## config.mk

```make
export PLATFORM = sky130hd
export DESIGN_NAME = mss_io
export DESIGN_NICKNAME = d
export VERILOG_FILES = /design/src/verilog/mss_pkg.sv /design/src/verilog/mss_io.sv
export SDC_FILE = /design/constraint.sdc
export NUM_CORES = 2
export LEC_CHECK = 0
export ABC_AREA = 1
export BUFFER_PORTS_ARGS = -buffer_cell sky130_fd_sc_hd__clkbuf_2
export CAP_MARGIN = 20
export CORE_MARGIN = 3
export CORE_UTILIZATION = 60
export DETAILED_ROUTE_END_ITERATION = 6
export GPL_TIMING_DRIVEN = 0
export PLACE_DENSITY = 0.88
export RECOVER_POWER = 50
export SKIP_CTS_REPAIR_TIMING = 1
export SLEW_MARGIN = 20
export SYNTH_ARGS = -nofsm -noshare
export SYNTH_HDL_FRONTEND = slang
export SYNTH_SLANG_ARGS = --single-unit
```

## constraint.sdc

```tcl
create_clock -name clk_i -period 38.1 [get_ports clk_i]
set_clock_uncertainty 0.05 [all_clocks]
set_input_delay 3.81 -clock clk_i [delete_from_list [all_inputs] [get_ports clk_i]]
set_output_delay 3.81 -clock clk_i [all_outputs]
set_load 0.03 [all_outputs]
```

## src/verilog/mss_pkg.sv

```systemverilog
// Package for the motor starter I/O signalling block
package mss_pkg;

    // Relay function selections
    typedef enum logic {MSS_RELAY_FAULT, MSS_RELAY_ISO} mss_relay_mode_t;
    // First logic output function
    typedef enum logic {MSS_LO_PREALARM, MSS_LO_POWER} mss_lo_mode_t;
    // Logic input function
    typedef enum logic [2:0] {
        MSS_LI_FREEWHEEL, MSS_LI_EXT_FAULT, MSS_LI_LOCAL, MSS_LI_CASCADE,
        MSS_LI_THERM_RESET, MSS_LI_FAULT_RESET
    } mss_li_mode_t;
    // Analog output source and range
    typedef enum logic [1:0] {MSS_AN_CURRENT, MSS_AN_TORQUE, MSS_AN_THERMAL, MSS_AN_PF} mss_an_src_t;
    typedef enum logic {MSS_AN_0_20, MSS_AN_4_20} mss_an_range_t;
    // Display selection
    typedef enum logic [2:0] {
        MSS_DSP_STATUS, MSS_DSP_CURRENT, MSS_DSP_LOAD, MSS_DSP_POWER, MSS_DSP_THERMAL, MSS_DSP_PF
    } mss_dsp_sel_t;
    // Status code shown in status display mode
    typedef enum logic [1:0] {MSS_ST_READY, MSS_ST_RUN, MSS_ST_FAULT} mss_status_t;

    // Wishbone register offsets (byte addresses)
    localparam logic [7:0] MSS_CFG_OFS = 8'h00;
    localparam logic [7:0] MSS_STAT_OFS = 8'h04;
    localparam logic [7:0] MSS_PRESET_OFS = 8'h08;
    localparam logic [7:0] MSS_DISP_OFS = 8'h0c;
    // Configuration field positions
    localparam int MSS_CFG_RELAY_POS = 0;
    localparam int MSS_CFG_LO_POS = 1;
    localparam int MSS_CFG_OC_EN_POS = 2;
    localparam int MSS_CFG_ANR_POS = 3;
    localparam int MSS_CFG_ANS_POS = 4;
    localparam int MSS_CFG_LI_POS = 8;
    localparam int MSS_CFG_DSP_POS = 12;
    localparam logic [31:0] MSS_CFG_RESET = 32'h0000_0000;

    // Thermal thresholds in percent
    localparam logic [7:0] MSS_IRON_PREALARM_PCT = 8'd105;
    localparam logic [7:0] MSS_COPPER_PREALARM_PCT = 8'd130;
    // Display clamps
    localparam logic [12:0] MSS_CURRENT_MAX_A = 13'd6000;
    localparam logic [7:0] MSS_LOAD_MAX_PCT = 8'd150;
    localparam logic [7:0] MSS_THERM_MAX_PCT = 8'd120;
    localparam logic [7:0] MSS_PF_MIN_CENTI = 8'd10;
    localparam logic [7:0] MSS_PF_MAX_CENTI = 8'd100;
    // 4-20 mA offset is 4/20 of full scale on a 16-bit code
    localparam logic [15:0] MSS_AN_LIVE_ZERO = 16'h3333;

    // Duty presets
    localparam logic [7:0] MSS_STD_ACCEL_S = 8'd10;
    localparam logic [7:0] MSS_HVY_ACCEL_S = 8'd15;
    localparam logic [9:0] MSS_STD_ILIM_PCT = 10'd300;
    localparam logic [9:0] MSS_HVY_ILIM_PCT = 10'd350;
    localparam logic [7:0] MSS_STD_OL_CLASS = 8'd10;
    localparam logic [7:0] MSS_HVY_OL_CLASS = 8'd20;

    // Overcurrent alarm delay
    localparam int MSS_OC_DELAY_MS = 10000;
    localparam int MSS_CLK_HZ = 100_000_000;
    localparam longint MSS_OC_DELAY_CYC = longint'(MSS_OC_DELAY_MS) * MSS_CLK_HZ / 1000;

    // Monitored process values from the motor-control core
    typedef struct packed {
        logic [12:0] current_a;
        logic [7:0] load_pct;
        logic [7:0] thermal_pct;
        logic [7:0] pf_centi;
        logic [7:0] iron_thermal_image;
        logic [7:0] copper_thermal_image;
    } mss_meas_t;

    // Control events from the motor-control core
    typedef struct packed {
        logic diag_done;
        logic fault;
        logic thermal_fault;
        logic run_cmd;
        logic stop_cmd;
        logic decel_done;
        logic full_speed;
        logic accelerating;
        logic current_present;
        logic over_trip;
    } mss_core_t;

    // Relay and logic outputs
    typedef struct packed {
        logic fault_isolation_relay;
        logic end_of_start_relay;
        logic first_logic_output;
        logic overcurrent_logic_output;
    } mss_outs_t;

    // Duty preset set
    typedef struct packed {
        logic heavy;
        logic [7:0] accel_ramp_time;
        logic [9:0] current_limit_level;
        logic [7:0] overload_class;
    } mss_preset_t;

    // Requests to the motor-control core
    typedef struct packed {
        logic freewheel_stop;
        logic ext_fault;
        logic local_ctrl;
        logic cascade;
        logic restart_block;
    } mss_req_t;

endpackage
```

## src/verilog/mss_io.sv

```systemverilog
// Motor starter relay, logic output, logic input and display signalling
//
// The register addresses and the Wishbone slave port were chosen for this implementation.
`timescale 1ns/100ps
`default_nettype none
module mss_io #(
    parameter longint OC_DELAY_CYC = mss_pkg::MSS_OC_DELAY_CYC
) (
    input wire logic clk_i,
    input wire logic rst_i,
    input wire logic [31:0] wb_adr_i,
    input wire logic [31:0] wb_dat_i,
    output logic [31:0] wb_dat_o,
    input wire logic wb_we_i,
    input wire logic [3:0] wb_sel_i,
    input wire logic wb_cyc_i,
    input wire logic wb_stb_i,
    output logic wb_ack_o,
    input wire mss_pkg::mss_core_t core_i,
    input wire mss_pkg::mss_meas_t meas_i,
    input wire logic logic_input_i,
    input wire logic duty_select_i,
    input wire logic keypad_present_i,
    output mss_pkg::mss_outs_t outs_o,
    output mss_pkg::mss_req_t req_o,
    output mss_pkg::mss_preset_t preset_o,
    output logic [15:0] analog_status_output_o,
    output logic [12:0] display_value_o,
    output logic display_blank_o
);
    import mss_pkg::*;

    // Whole module state
    typedef struct packed {
        logic [31:0] cfg;
        logic [31:0] rdat;
        logic ack;
        logic [1:0] li_sync;
        logic [1:0] duty_sync;
        logic preset_taken;
        mss_preset_t preset;
        logic iso_run;
        logic prealarm_hold;
        logic [39:0] oc_cnt;
        logic oc_alarm;
        logic restart_block;
        logic had_fault;
        logic had_therm;
        mss_outs_t outs;
        mss_req_t req;
        logic [15:0] analog;
        logic [12:0] disp;
        logic blank;
    } mss_state_t;

    mss_state_t state_reg;
    mss_state_t state_next;

    // Clamp an 8-bit percentage to a ceiling
    function automatic logic [7:0] clamp8(input logic [7:0] v, input logic [7:0] hi);
        clamp8 = (v > hi) ? hi : v;
    endfunction

    // Scale a value against its full scale onto the analog range
    function automatic logic [15:0] scale16(input logic [12:0] v, input logic [12:0] full, input logic live);
        logic [31:0] raw;
        logic [31:0] span;
        raw = 32'h0;
        span = live ? 32'(16'hffff - MSS_AN_LIVE_ZERO) : 32'h0000_ffff;
        raw = (32'(v) * span) / 32'(full);
        scale16 = live ? 16'(raw + 32'(MSS_AN_LIVE_ZERO)) : raw[15:0];
    endfunction

    wire logic li_active;
    wire logic prealarm;
    wire mss_relay_mode_t relay_mode;
    wire mss_lo_mode_t lo_mode;
    wire logic oc_enable;
    wire mss_an_range_t an_range;
    wire mss_an_src_t an_src;
    wire mss_li_mode_t li_mode;
    wire mss_dsp_sel_t dsp_sel;
    wire logic wb_hit;

    // Only the second stage of the synchroniser is read
    assign li_active = state_reg.li_sync[1];
    assign prealarm = (meas_i.iron_thermal_image > MSS_IRON_PREALARM_PCT)
        || (meas_i.copper_thermal_image > MSS_COPPER_PREALARM_PCT);
    assign relay_mode = mss_relay_mode_t'(state_reg.cfg[MSS_CFG_RELAY_POS]);
    assign lo_mode = mss_lo_mode_t'(state_reg.cfg[MSS_CFG_LO_POS]);
    assign oc_enable = state_reg.cfg[MSS_CFG_OC_EN_POS];
    assign an_range = mss_an_range_t'(state_reg.cfg[MSS_CFG_ANR_POS]);
    assign an_src = mss_an_src_t'(state_reg.cfg[MSS_CFG_ANS_POS +: 2]);
    assign li_mode = mss_li_mode_t'(state_reg.cfg[MSS_CFG_LI_POS +: 3]);
    assign dsp_sel = mss_dsp_sel_t'(state_reg.cfg[MSS_CFG_DSP_POS +: 3]);
    assign wb_hit = wb_cyc_i && wb_stb_i && !state_reg.ack;

    // Next-state logic for the whole block
    always_comb begin
        logic eff_fault;
        logic [12:0] cur;
        eff_fault = 1'b0;
        cur = 13'h0;
        state_next = state_reg;
        // Classic Wishbone slave, one wait cycle, ack dropped after one cycle
        state_next.ack = wb_hit;
        state_next.rdat = 32'h0;
        if (wb_hit) begin
            if (wb_we_i && wb_adr_i[7:0] == MSS_CFG_OFS) begin
                for (int b = 0; b < 4; b++) begin
                    if (wb_sel_i[b]) begin
                        state_next.cfg[b*8 +: 8] = wb_dat_i[b*8 +: 8];
                    end
                end
            end
            unique case (wb_adr_i[7:0])
                MSS_CFG_OFS: state_next.rdat = state_reg.cfg;
                MSS_STAT_OFS: state_next.rdat = {19'h0, state_reg.req, state_reg.restart_block,
                    state_reg.oc_alarm, state_reg.prealarm_hold, state_reg.iso_run, state_reg.outs};
                MSS_PRESET_OFS: state_next.rdat = {5'h0, state_reg.preset};
                MSS_DISP_OFS: state_next.rdat = {18'h0, state_reg.blank, state_reg.disp};
                default: state_next.rdat = 32'h0;
            endcase
        end
        // Two-stage synchronisers for pins
        state_next.li_sync = {state_reg.li_sync[0], logic_input_i};
        state_next.duty_sync = {state_reg.duty_sync[0], duty_select_i};
        // Duty selector caught once after reset; a later change needs a reset
        if (!state_reg.preset_taken) begin
            state_next.preset_taken = 1'b1;
            state_next.preset.heavy = state_reg.duty_sync[1];
            state_next.preset.accel_ramp_time = state_reg.duty_sync[1] ? MSS_HVY_ACCEL_S : MSS_STD_ACCEL_S;
            state_next.preset.current_limit_level = state_reg.duty_sync[1] ? MSS_HVY_ILIM_PCT : MSS_STD_ILIM_PCT;
            state_next.preset.overload_class = state_reg.duty_sync[1] ? MSS_HVY_OL_CLASS : MSS_STD_OL_CLASS;
        end
        // Input functions
        state_next.req = '0;
        unique case (li_mode)
            MSS_LI_FREEWHEEL: state_next.req.freewheel_stop = li_active;
            MSS_LI_EXT_FAULT: state_next.req.ext_fault = li_active;
            MSS_LI_LOCAL: state_next.req.local_ctrl = li_active;
            MSS_LI_CASCADE: state_next.req.cascade = li_active;
            MSS_LI_THERM_RESET, MSS_LI_FAULT_RESET: ;
            default: ;
        endcase
        eff_fault = core_i.fault || state_next.req.ext_fault;
        // Restart lockout: set by fault, released by input once fault clears
        if (core_i.thermal_fault) begin
            state_next.had_therm = 1'b1;
        end
        if (eff_fault) begin
            state_next.had_fault = 1'b1;
        end
        if (li_mode == MSS_LI_THERM_RESET) begin
            if (state_reg.had_therm && !core_i.thermal_fault && li_active) begin
                state_next.had_therm = 1'b0;
            end
            state_next.restart_block = state_next.had_therm;
        end else if (li_mode == MSS_LI_FAULT_RESET) begin
            if (state_reg.had_fault && !eff_fault && li_active) begin
                state_next.had_fault = 1'b0;
            end
            state_next.restart_block = state_next.had_fault;
        end else begin
            state_next.had_fault = 1'b0;
            state_next.had_therm = 1'b0;
            state_next.restart_block = 1'b0;
        end
        state_next.req.restart_block = state_next.restart_block;
        // Relay one: fault indication or isolation contactor
        if (relay_mode == MSS_RELAY_FAULT) begin
            state_next.iso_run = 1'b0;
            if (eff_fault) begin
                state_next.outs.fault_isolation_relay = 1'b0;
            end else if (core_i.diag_done) begin
                state_next.outs.fault_isolation_relay = 1'b1;
            end
        end else begin
            if (eff_fault || core_i.decel_done) begin
                state_next.iso_run = 1'b0;
            end else if (core_i.run_cmd && !state_reg.restart_block) begin
                state_next.iso_run = 1'b1;
            end
            state_next.outs.fault_isolation_relay = state_next.iso_run;
        end
        // End-of-start relay; fault and stop take priority over full speed
        if (eff_fault || core_i.stop_cmd) begin
            state_next.outs.end_of_start_relay = 1'b0;
        end else if (core_i.full_speed) begin
            state_next.outs.end_of_start_relay = 1'b1;
        end
        // Pre-alarm held until thermal fault gone; set wins over clear
        if (prealarm) begin
            state_next.prealarm_hold = 1'b1;
        end else if (!core_i.thermal_fault) begin
            state_next.prealarm_hold = 1'b0;
        end
        state_next.outs.first_logic_output = (lo_mode == MSS_LO_PREALARM)
            ? state_next.prealarm_hold : core_i.current_present;
        // Overcurrent persistence timer
        if (!oc_enable || !core_i.over_trip) begin
            state_next.oc_cnt = 40'h0;
            state_next.oc_alarm = 1'b0;
        end else if (state_reg.oc_cnt < 40'(OC_DELAY_CYC)) begin
            state_next.oc_cnt = state_reg.oc_cnt + 40'h1;
        end else begin
            state_next.oc_alarm = 1'b1;
        end
        state_next.outs.overcurrent_logic_output = oc_enable && state_next.oc_alarm;
        // Analog status output
        unique case (an_src)
            MSS_AN_CURRENT: state_next.analog = scale16(clamp13(meas_i.current_a), MSS_CURRENT_MAX_A,
                an_range == MSS_AN_4_20);
            MSS_AN_TORQUE: state_next.analog = scale16(13'(clamp8(meas_i.load_pct, MSS_LOAD_MAX_PCT)),
                13'(MSS_LOAD_MAX_PCT), an_range == MSS_AN_4_20);
            MSS_AN_THERMAL: state_next.analog = scale16(13'(clamp8(meas_i.thermal_pct, MSS_THERM_MAX_PCT)),
                13'(MSS_THERM_MAX_PCT), an_range == MSS_AN_4_20);
            MSS_AN_PF: state_next.analog = scale16(13'(clamp8(meas_i.pf_centi, MSS_PF_MAX_CENTI)),
                13'(MSS_PF_MAX_CENTI), an_range == MSS_AN_4_20);
        endcase
        // Display; keypad presence only gates blanking, never control
        cur = clamp13(meas_i.current_a);
        state_next.blank = !keypad_present_i;
        state_next.disp = 13'h0;
        unique case (dsp_sel)
            MSS_DSP_STATUS: state_next.disp = eff_fault ? 13'(MSS_ST_FAULT)
                : (core_i.run_cmd || core_i.accelerating || core_i.full_speed) ? 13'(MSS_ST_RUN)
                : 13'(MSS_ST_READY);
            MSS_DSP_CURRENT: state_next.disp = (core_i.accelerating || core_i.full_speed) ? cur : 13'h0;
            MSS_DSP_LOAD: state_next.disp = 13'(clamp8(meas_i.load_pct, MSS_LOAD_MAX_PCT));
            MSS_DSP_POWER: state_next.disp = 13'(meas_i.load_pct);
            MSS_DSP_THERMAL: state_next.disp = 13'(clamp8(meas_i.thermal_pct, MSS_THERM_MAX_PCT));
            MSS_DSP_PF: state_next.disp = (meas_i.pf_centi < MSS_PF_MIN_CENTI) ? 13'(MSS_PF_MIN_CENTI)
                : 13'(clamp8(meas_i.pf_centi, MSS_PF_MAX_CENTI));
            default: state_next.disp = 13'h0;
        endcase
    end

    // Current clamp to display ceiling
    function automatic logic [12:0] clamp13(input logic [12:0] v);
        clamp13 = (v > MSS_CURRENT_MAX_A) ? MSS_CURRENT_MAX_A : v;
    endfunction

    // State register; reset leaves every output de-energised
    always_ff @(posedge clk_i) begin
        if (rst_i) begin
            state_reg <= '0;
            state_reg.cfg <= MSS_CFG_RESET;
            // Selector keeps settling through reset so the capture sees the pin
            state_reg.duty_sync <= state_next.duty_sync;
        end else begin
            state_reg <= state_next;
        end
    end

    assign outs_o = state_reg.outs;
    assign req_o = state_reg.req;
    assign preset_o = state_reg.preset;
    assign analog_status_output_o = state_reg.analog;
    assign display_value_o = state_reg.disp;
    assign display_blank_o = state_reg.blank;
    assign wb_dat_o = state_reg.rdat;
    assign wb_ack_o = state_reg.ack;
endmodule
`default_nettype wire

```

==> Word level (Yosys, flattened, before mapping) <==
Index checks and enable logic that the tools add are counted.
{ "classes": {"addsub": 5, "mul": 4, "div_mod_pow": 4, "n_lt_le_gt_ge": 8, "eq_ne": 16, "n_mux": 39, "bitwise": 5, "n_reduce_logical": 40} }
{ "op_table": {"columns": ["cell", "n"], "rows": [
  ["one-hot mux 32 bit (4 select lines)", 1],
  ["one-hot mux 13 bit (6 select lines)", 1],
  ["adder 16 x 14 -> 16 bit, second input constant", 4],
  ["divider 32 x 7 -> 32 bit, second input constant", 2],
  ["multiplier 8 x 32 -> 32 bit", 2],
  ["two-way mux 16 bit", 4],
  ["one-hot mux 16 bit (4 select lines)", 1],
  ["adder 40 x 1 -> 40 bit, second input constant", 1],
  ["< comparator 40 x 30 -> 1 bit, second input constant", 1],
  ["divider 32 x 13 -> 32 bit, second input constant", 1],
  ["divider 32 x 8 -> 32 bit, second input constant", 1],
  ["multiplier 13 x 32 -> 32 bit", 1],
  ["two-way mux 8 bit", 4],
  ["two-way mux 13 bit", 2],
  ["greater-than comparator 8 x 7 -> 1 bit, second input constant", 3],
  ["multiplier 8 x 16 -> 24 bit", 1],
  ["two-way mux 1 bit", 20],
  ["== test 8 x 4 -> 1 bit, second input constant", 2],
  ["greater-than comparator 8 bit, second input constant", 2],
  ["two-way mux 14 bit", 1],
  ["OR reduction 2 bit", 7],
  ["greater-than comparator 13 bit, second input constant", 1],
  ["== test 3 x 2 -> 1 bit, second input constant", 4],
  ["== test 3 bit, second input constant", 4],
  ["other kinds (18)", 50]
]} }
{ "totals": {"register_bits": 181, "out_inout_bits": 99, "wordCells": 152} }

==> Longest topological paths before layout <==
{ "logic_depth": {"word_depth": 9, "mapped_depth": 166, "depth_no_buf": 162} }

==> Worst setup path after synthesis <==
Ideal clock, no wire load.
{ "synth_path": {"path_kind": "in2reg", "startpoint": "input meas_i[43] in the netlist's numbering", "endpoint": "register state_reg (netlist bit analog_status_output_o[14])", "setup_ns": 0.081, "t_arrival_ns": 20.794, "required_time_ns": 37.969, "setup_slack_ns": 17.175, "cell_stages": 146, "path_buffers": 10, "path_cell_list": "inv_1 nand4_1 a41oi_1 nor2_1 o21ai_0 clkinv_1 nor2_1 inv_1 nor2_1 inv_1 fa_1 inv_1 fa_1 fa_1 inv_1 fa_1 inv_1 fa_1 [110 not listed] nand2_4 buf_8 nand2_1 nand3_1 a21oi_1 nand2_1 nand2_2 inv_2 ha_1 inv_1 nand2_1 nand2_1 inv_1 o311ai_0 nand2_1 xor2_1 nand2_1 a41oi_1"} }
{ "synth_between": {"elab_chain_len": 7} }
{ "synth_lines": {"columns": ["element", "line_no", "rtl"], "rows": [
  ["start, declared", "mss_io.sv:20", "input wire mss_pkg::mss_meas_t meas_i,"],
  ["greater-than comparator 13 bit", "mss_io.sv:241", "clamp13 = (v > MSS_CURRENT_MAX_A) ? MSS_CURRENT_MAX_A : v;"],
  ["two-way mux 13 bit *", "mss_io.sv:241", null],
  ["multiplier 13 x 32 -> 32 bit *", "mss_io.sv:70", "raw = (32'(v) * span) / 32'(full);"],
  ["divider 32 x 13 -> 32 bit *", "mss_io.sv:70", null],
  ["adder 16 x 14 -> 16 bit", "mss_io.sv:71", "scale16 = live ? 16'(raw + 32'(MSS_AN_LIVE_ZERO)) : raw[15:0];"],
  ["two-way mux 16 bit *", "mss_io.sv:71", null],
  ["one-hot mux 16 bit (4 select lines) *", "mss_io.sv:211", "unique case (an_src)"],
  ["end signal, assigned", "mss_io.sv:252", "state_reg <= state_next;"],
  ["end, declared", "mss_io.sv:56", "mss_state_t state_reg;"]
]} }
Mark *: on every way between the ends. The rest lies on a longest branch, timed or not.
A chain may end at the register's enable or synchronous reset.

==> Worst setup path after layout <==
{ "layout_path": {"startpoint": "input meas_i[29] in the netlist's numbering", "endpoint": "register state_reg (netlist bit analog_status_output_o[12])"} }
{ "layout_between": {"elab_chain_len": 7} }
{ "layout_lines": {"columns": ["element", "line_no", "rtl"], "rows": [
  ["greater-than comparator 8 x 7 -> 1 bit", "mss_io.sv:61", "clamp8 = (v > hi) ? hi : v;"],
  ["two-way mux 8 bit *", "mss_io.sv:61", null],
  ["multiplier 8 x 32 -> 32 bit *", "mss_io.sv:70", null],
  ["divider 32 x 7 -> 32 bit *", "mss_io.sv:70", null],
  ["adder 16 x 14 -> 16 bit", "mss_io.sv:71", null],
  ["two-way mux 16 bit *", "mss_io.sv:71", null],
  ["one-hot mux 16 bit (4 select lines) *", "mss_io.sv:211", null]
]} }
Marked as above.

==> metrics.md <==
| Metric | Value |
|---|---|
| Status | `finished clean` |
| Vias per inst | `~5.4` |
| Initial Util | `60.79%` |
| Post-Syn Area | `between 30000 and 40000 um^2` |
| Max incr delay on CP | `roughly 0.61 ns` |
| Cell mode on critical path | `nand2_1` |
| Initial antenna violation count | `7` |
| GRT Overall Usage | `between 20% and 30%` |
| Synth area leaders | `fa_1, nand2_1, inv_1` |
| Pin count of the biggest net entering global routing | `17` |
| Slew at the pin closest to its max-slew limit | `1.267 ns` |
| Synth Register Bits | `roughly 160` |
| Multi-input combinational cell area | `~29000 um^2` |
| CP max-delay cell | `fa_1` |
| Primary FF master, synth | `dfxtp_1` |
| DRT Pass-1 Iters | `6` |
| Slew HR | `15.31%` |
| Die width | `about 260 um` |
| Drt total wl | `100600 um` |
| DPL Wire Length | `just under 90000 um` |
| Worst Setup Start Kind | `input pin` |
| CTS Sinks | `between 150 and 200` |
| Largest register FFs | `67` |
| Layout area overhead | `6.931%` |
| Endpoints failing setup | `0` |
| Die Y | `between 200 and 300 um` |
| Crit path DAT | `24.41 ns` |
| Top delay family on crit path | `simple AND/OR/NAND/NOR gates` |
| IO Count | `~240` |
| Post-synth top area cell | `fa_1` |
| Setup tns final | `0 ns` |
| Clock Pin Slew Worst Setup and Hold Paths | `0.06 ns` |
| Via Count | `~36000` |
| Core Area | `~62000 um^2` |
| Most common cell in the synthesized netlist | `nand2_1` |
| FFs w/ async S/R, synth | `0%` |
| Initial DRC count | `2833` |
| Synth top area share | `around an eighth` |
| CTS tree | `done` |
| Fillcell total | `~5400` |
| Die area | `approximately 66000 um^2` |
| Htree depth | `4` |
| Routability-driven placement congestion ratio | `around 1.0` |
| Worst-Skew Late Latency | `0.44 ns` |
| Mapped Avg Cell Area | `~6.7 um^2` |
| Total congestion overflow | `0` |
| Commonest cells post-synth | `nand2_1, inv_1, nand3_1` |
| Seq/Total Area, Yosys | `roughly 8.4%` |
| CP Capture Type | `flop` |
| CP max FO | `8` |
| Final period utilization | `about 63%` |
| Port bufs | `201` |
| Worst Hold Class | `flop to flop` |
| Seq. cell area | `approximately 3100 um^2` |
| Reg-to-reg slack, setup | `16.93 ns` |
| Post-route ant nets | `0` |
| DR DRC count | `0` |
| CTS Buffer Depth | `2` |
| Hold Violations, Final | `0` |
| Min Tclk post-route | `24.18 ns` |
| CP bufs+invs | `29` |
| Layout cell share with drive strength beyond 1 | `20.40%` |
| Vias in the first global route | `~35000` |
| Number of synthesized flops with an enable pin | `0` |
| Mapped Cells | `5600` |
| Max Cap Viol | `0` |
| Netlist cell types | `94` |
| WL per Instance | `15.03 um` |
| CTS Root Cell | `clkbuf_16` |
| Crit Path Class | `input pin to flop` |
| TritonCTS Buffers | `17` |
| CP required | `between 30 and 40 ns` |
| FMAX | `roughly 41 MHz` |
| Final Max Tran Viols | `0` |
| First-pass GRT wire length | `about 170000 um` |
| Post-layout nets | `~6400` |
| Row Count | `91` |
| RSZ-0062 raised after global routing | `no` |
| Number of synthesis warnings | `0` |
per-stage QoR:
step,hold slack [ns],std cells,worst slack [ns],utilization (%),cell area (um^2)
2_1_floorplan,0.2596,5621,17.18,-,37660
3_3_place_gp,0.2663,6659,14.13,64.24,39710
3_5_place_dp,0.2686,6659,13.69,64.24,39720
4_1_cts,0.2824,6691,14.09,65.19,40300
5_1_grt,0.2872,6696,11.81,65.00,40180
6_report,0.2818,6697,13.92,65.00,40190
final cells by class:
cell class	count	share of cell area [%]
clock inverters	14	0.3736
flip-flops and latches	157	7.821
inverters	1122	10.74
well taps	837	2.606
diodes	6	0.03736
repair buffers	201	2.254
plain buffers	161	3.375
clock buffers	18	1.093
multi-input cells	4181	71.70
kinds of logic (layout without fill, tap and decap cells):
family                     after synthesis  count (layout)  synth area share [%]
adders and majority gates              456             456                 19.66
and+or+nand+nor                       2876            2876                 41.39
buffers and inverters                 1283            1516                 15.19
AOI/OAI and AO/OA                      651             651                 11.06
muxes                                    2               2               0.06325
other                                    2              29               0.01998
DFF                                    157             157                 8.363
xor gates and xnor gates               173             173                 4.261
final timing paths:
kind | from | end | cells past startpoint
setup / recovery | meas_i[29] | analog_status_output_o[12] | 133
hold / removal | state_next[114] | state_reg[114] | 0
setup reg to reg | an_range | analog_status_output_o[12] | 128
hold reg to reg | state_next[114] | state_reg[114] | 0
placed cells by master (no fill, tap or decap), drive strengths merged, types with 23 or more instances in the layout:
cell type	count
conb	23
buf	122
xor2	146
xnor2	27
a21oi	230
ha	232
clkbuf	258
nand2	1719
fa	224
nand4	97
nand3	484
inv	1103
nor3	57
nor2	461
o211ai	25
a211oi	31
clkinv	26
o21ai	259
dfxtp	157
metal layers:
layer	track usage (%)	vias up	part of all wire [%]
li1	-	17980	-
met1	36.60	16640	40
met2	52.30	1399	47
met3	5.244	258	8.4
met4	12.12	0	4.2
met5	0	-	0
Power is not shown: default switching activity piles up to over one toggle a cycle in this logic, so the estimate is an artifact.
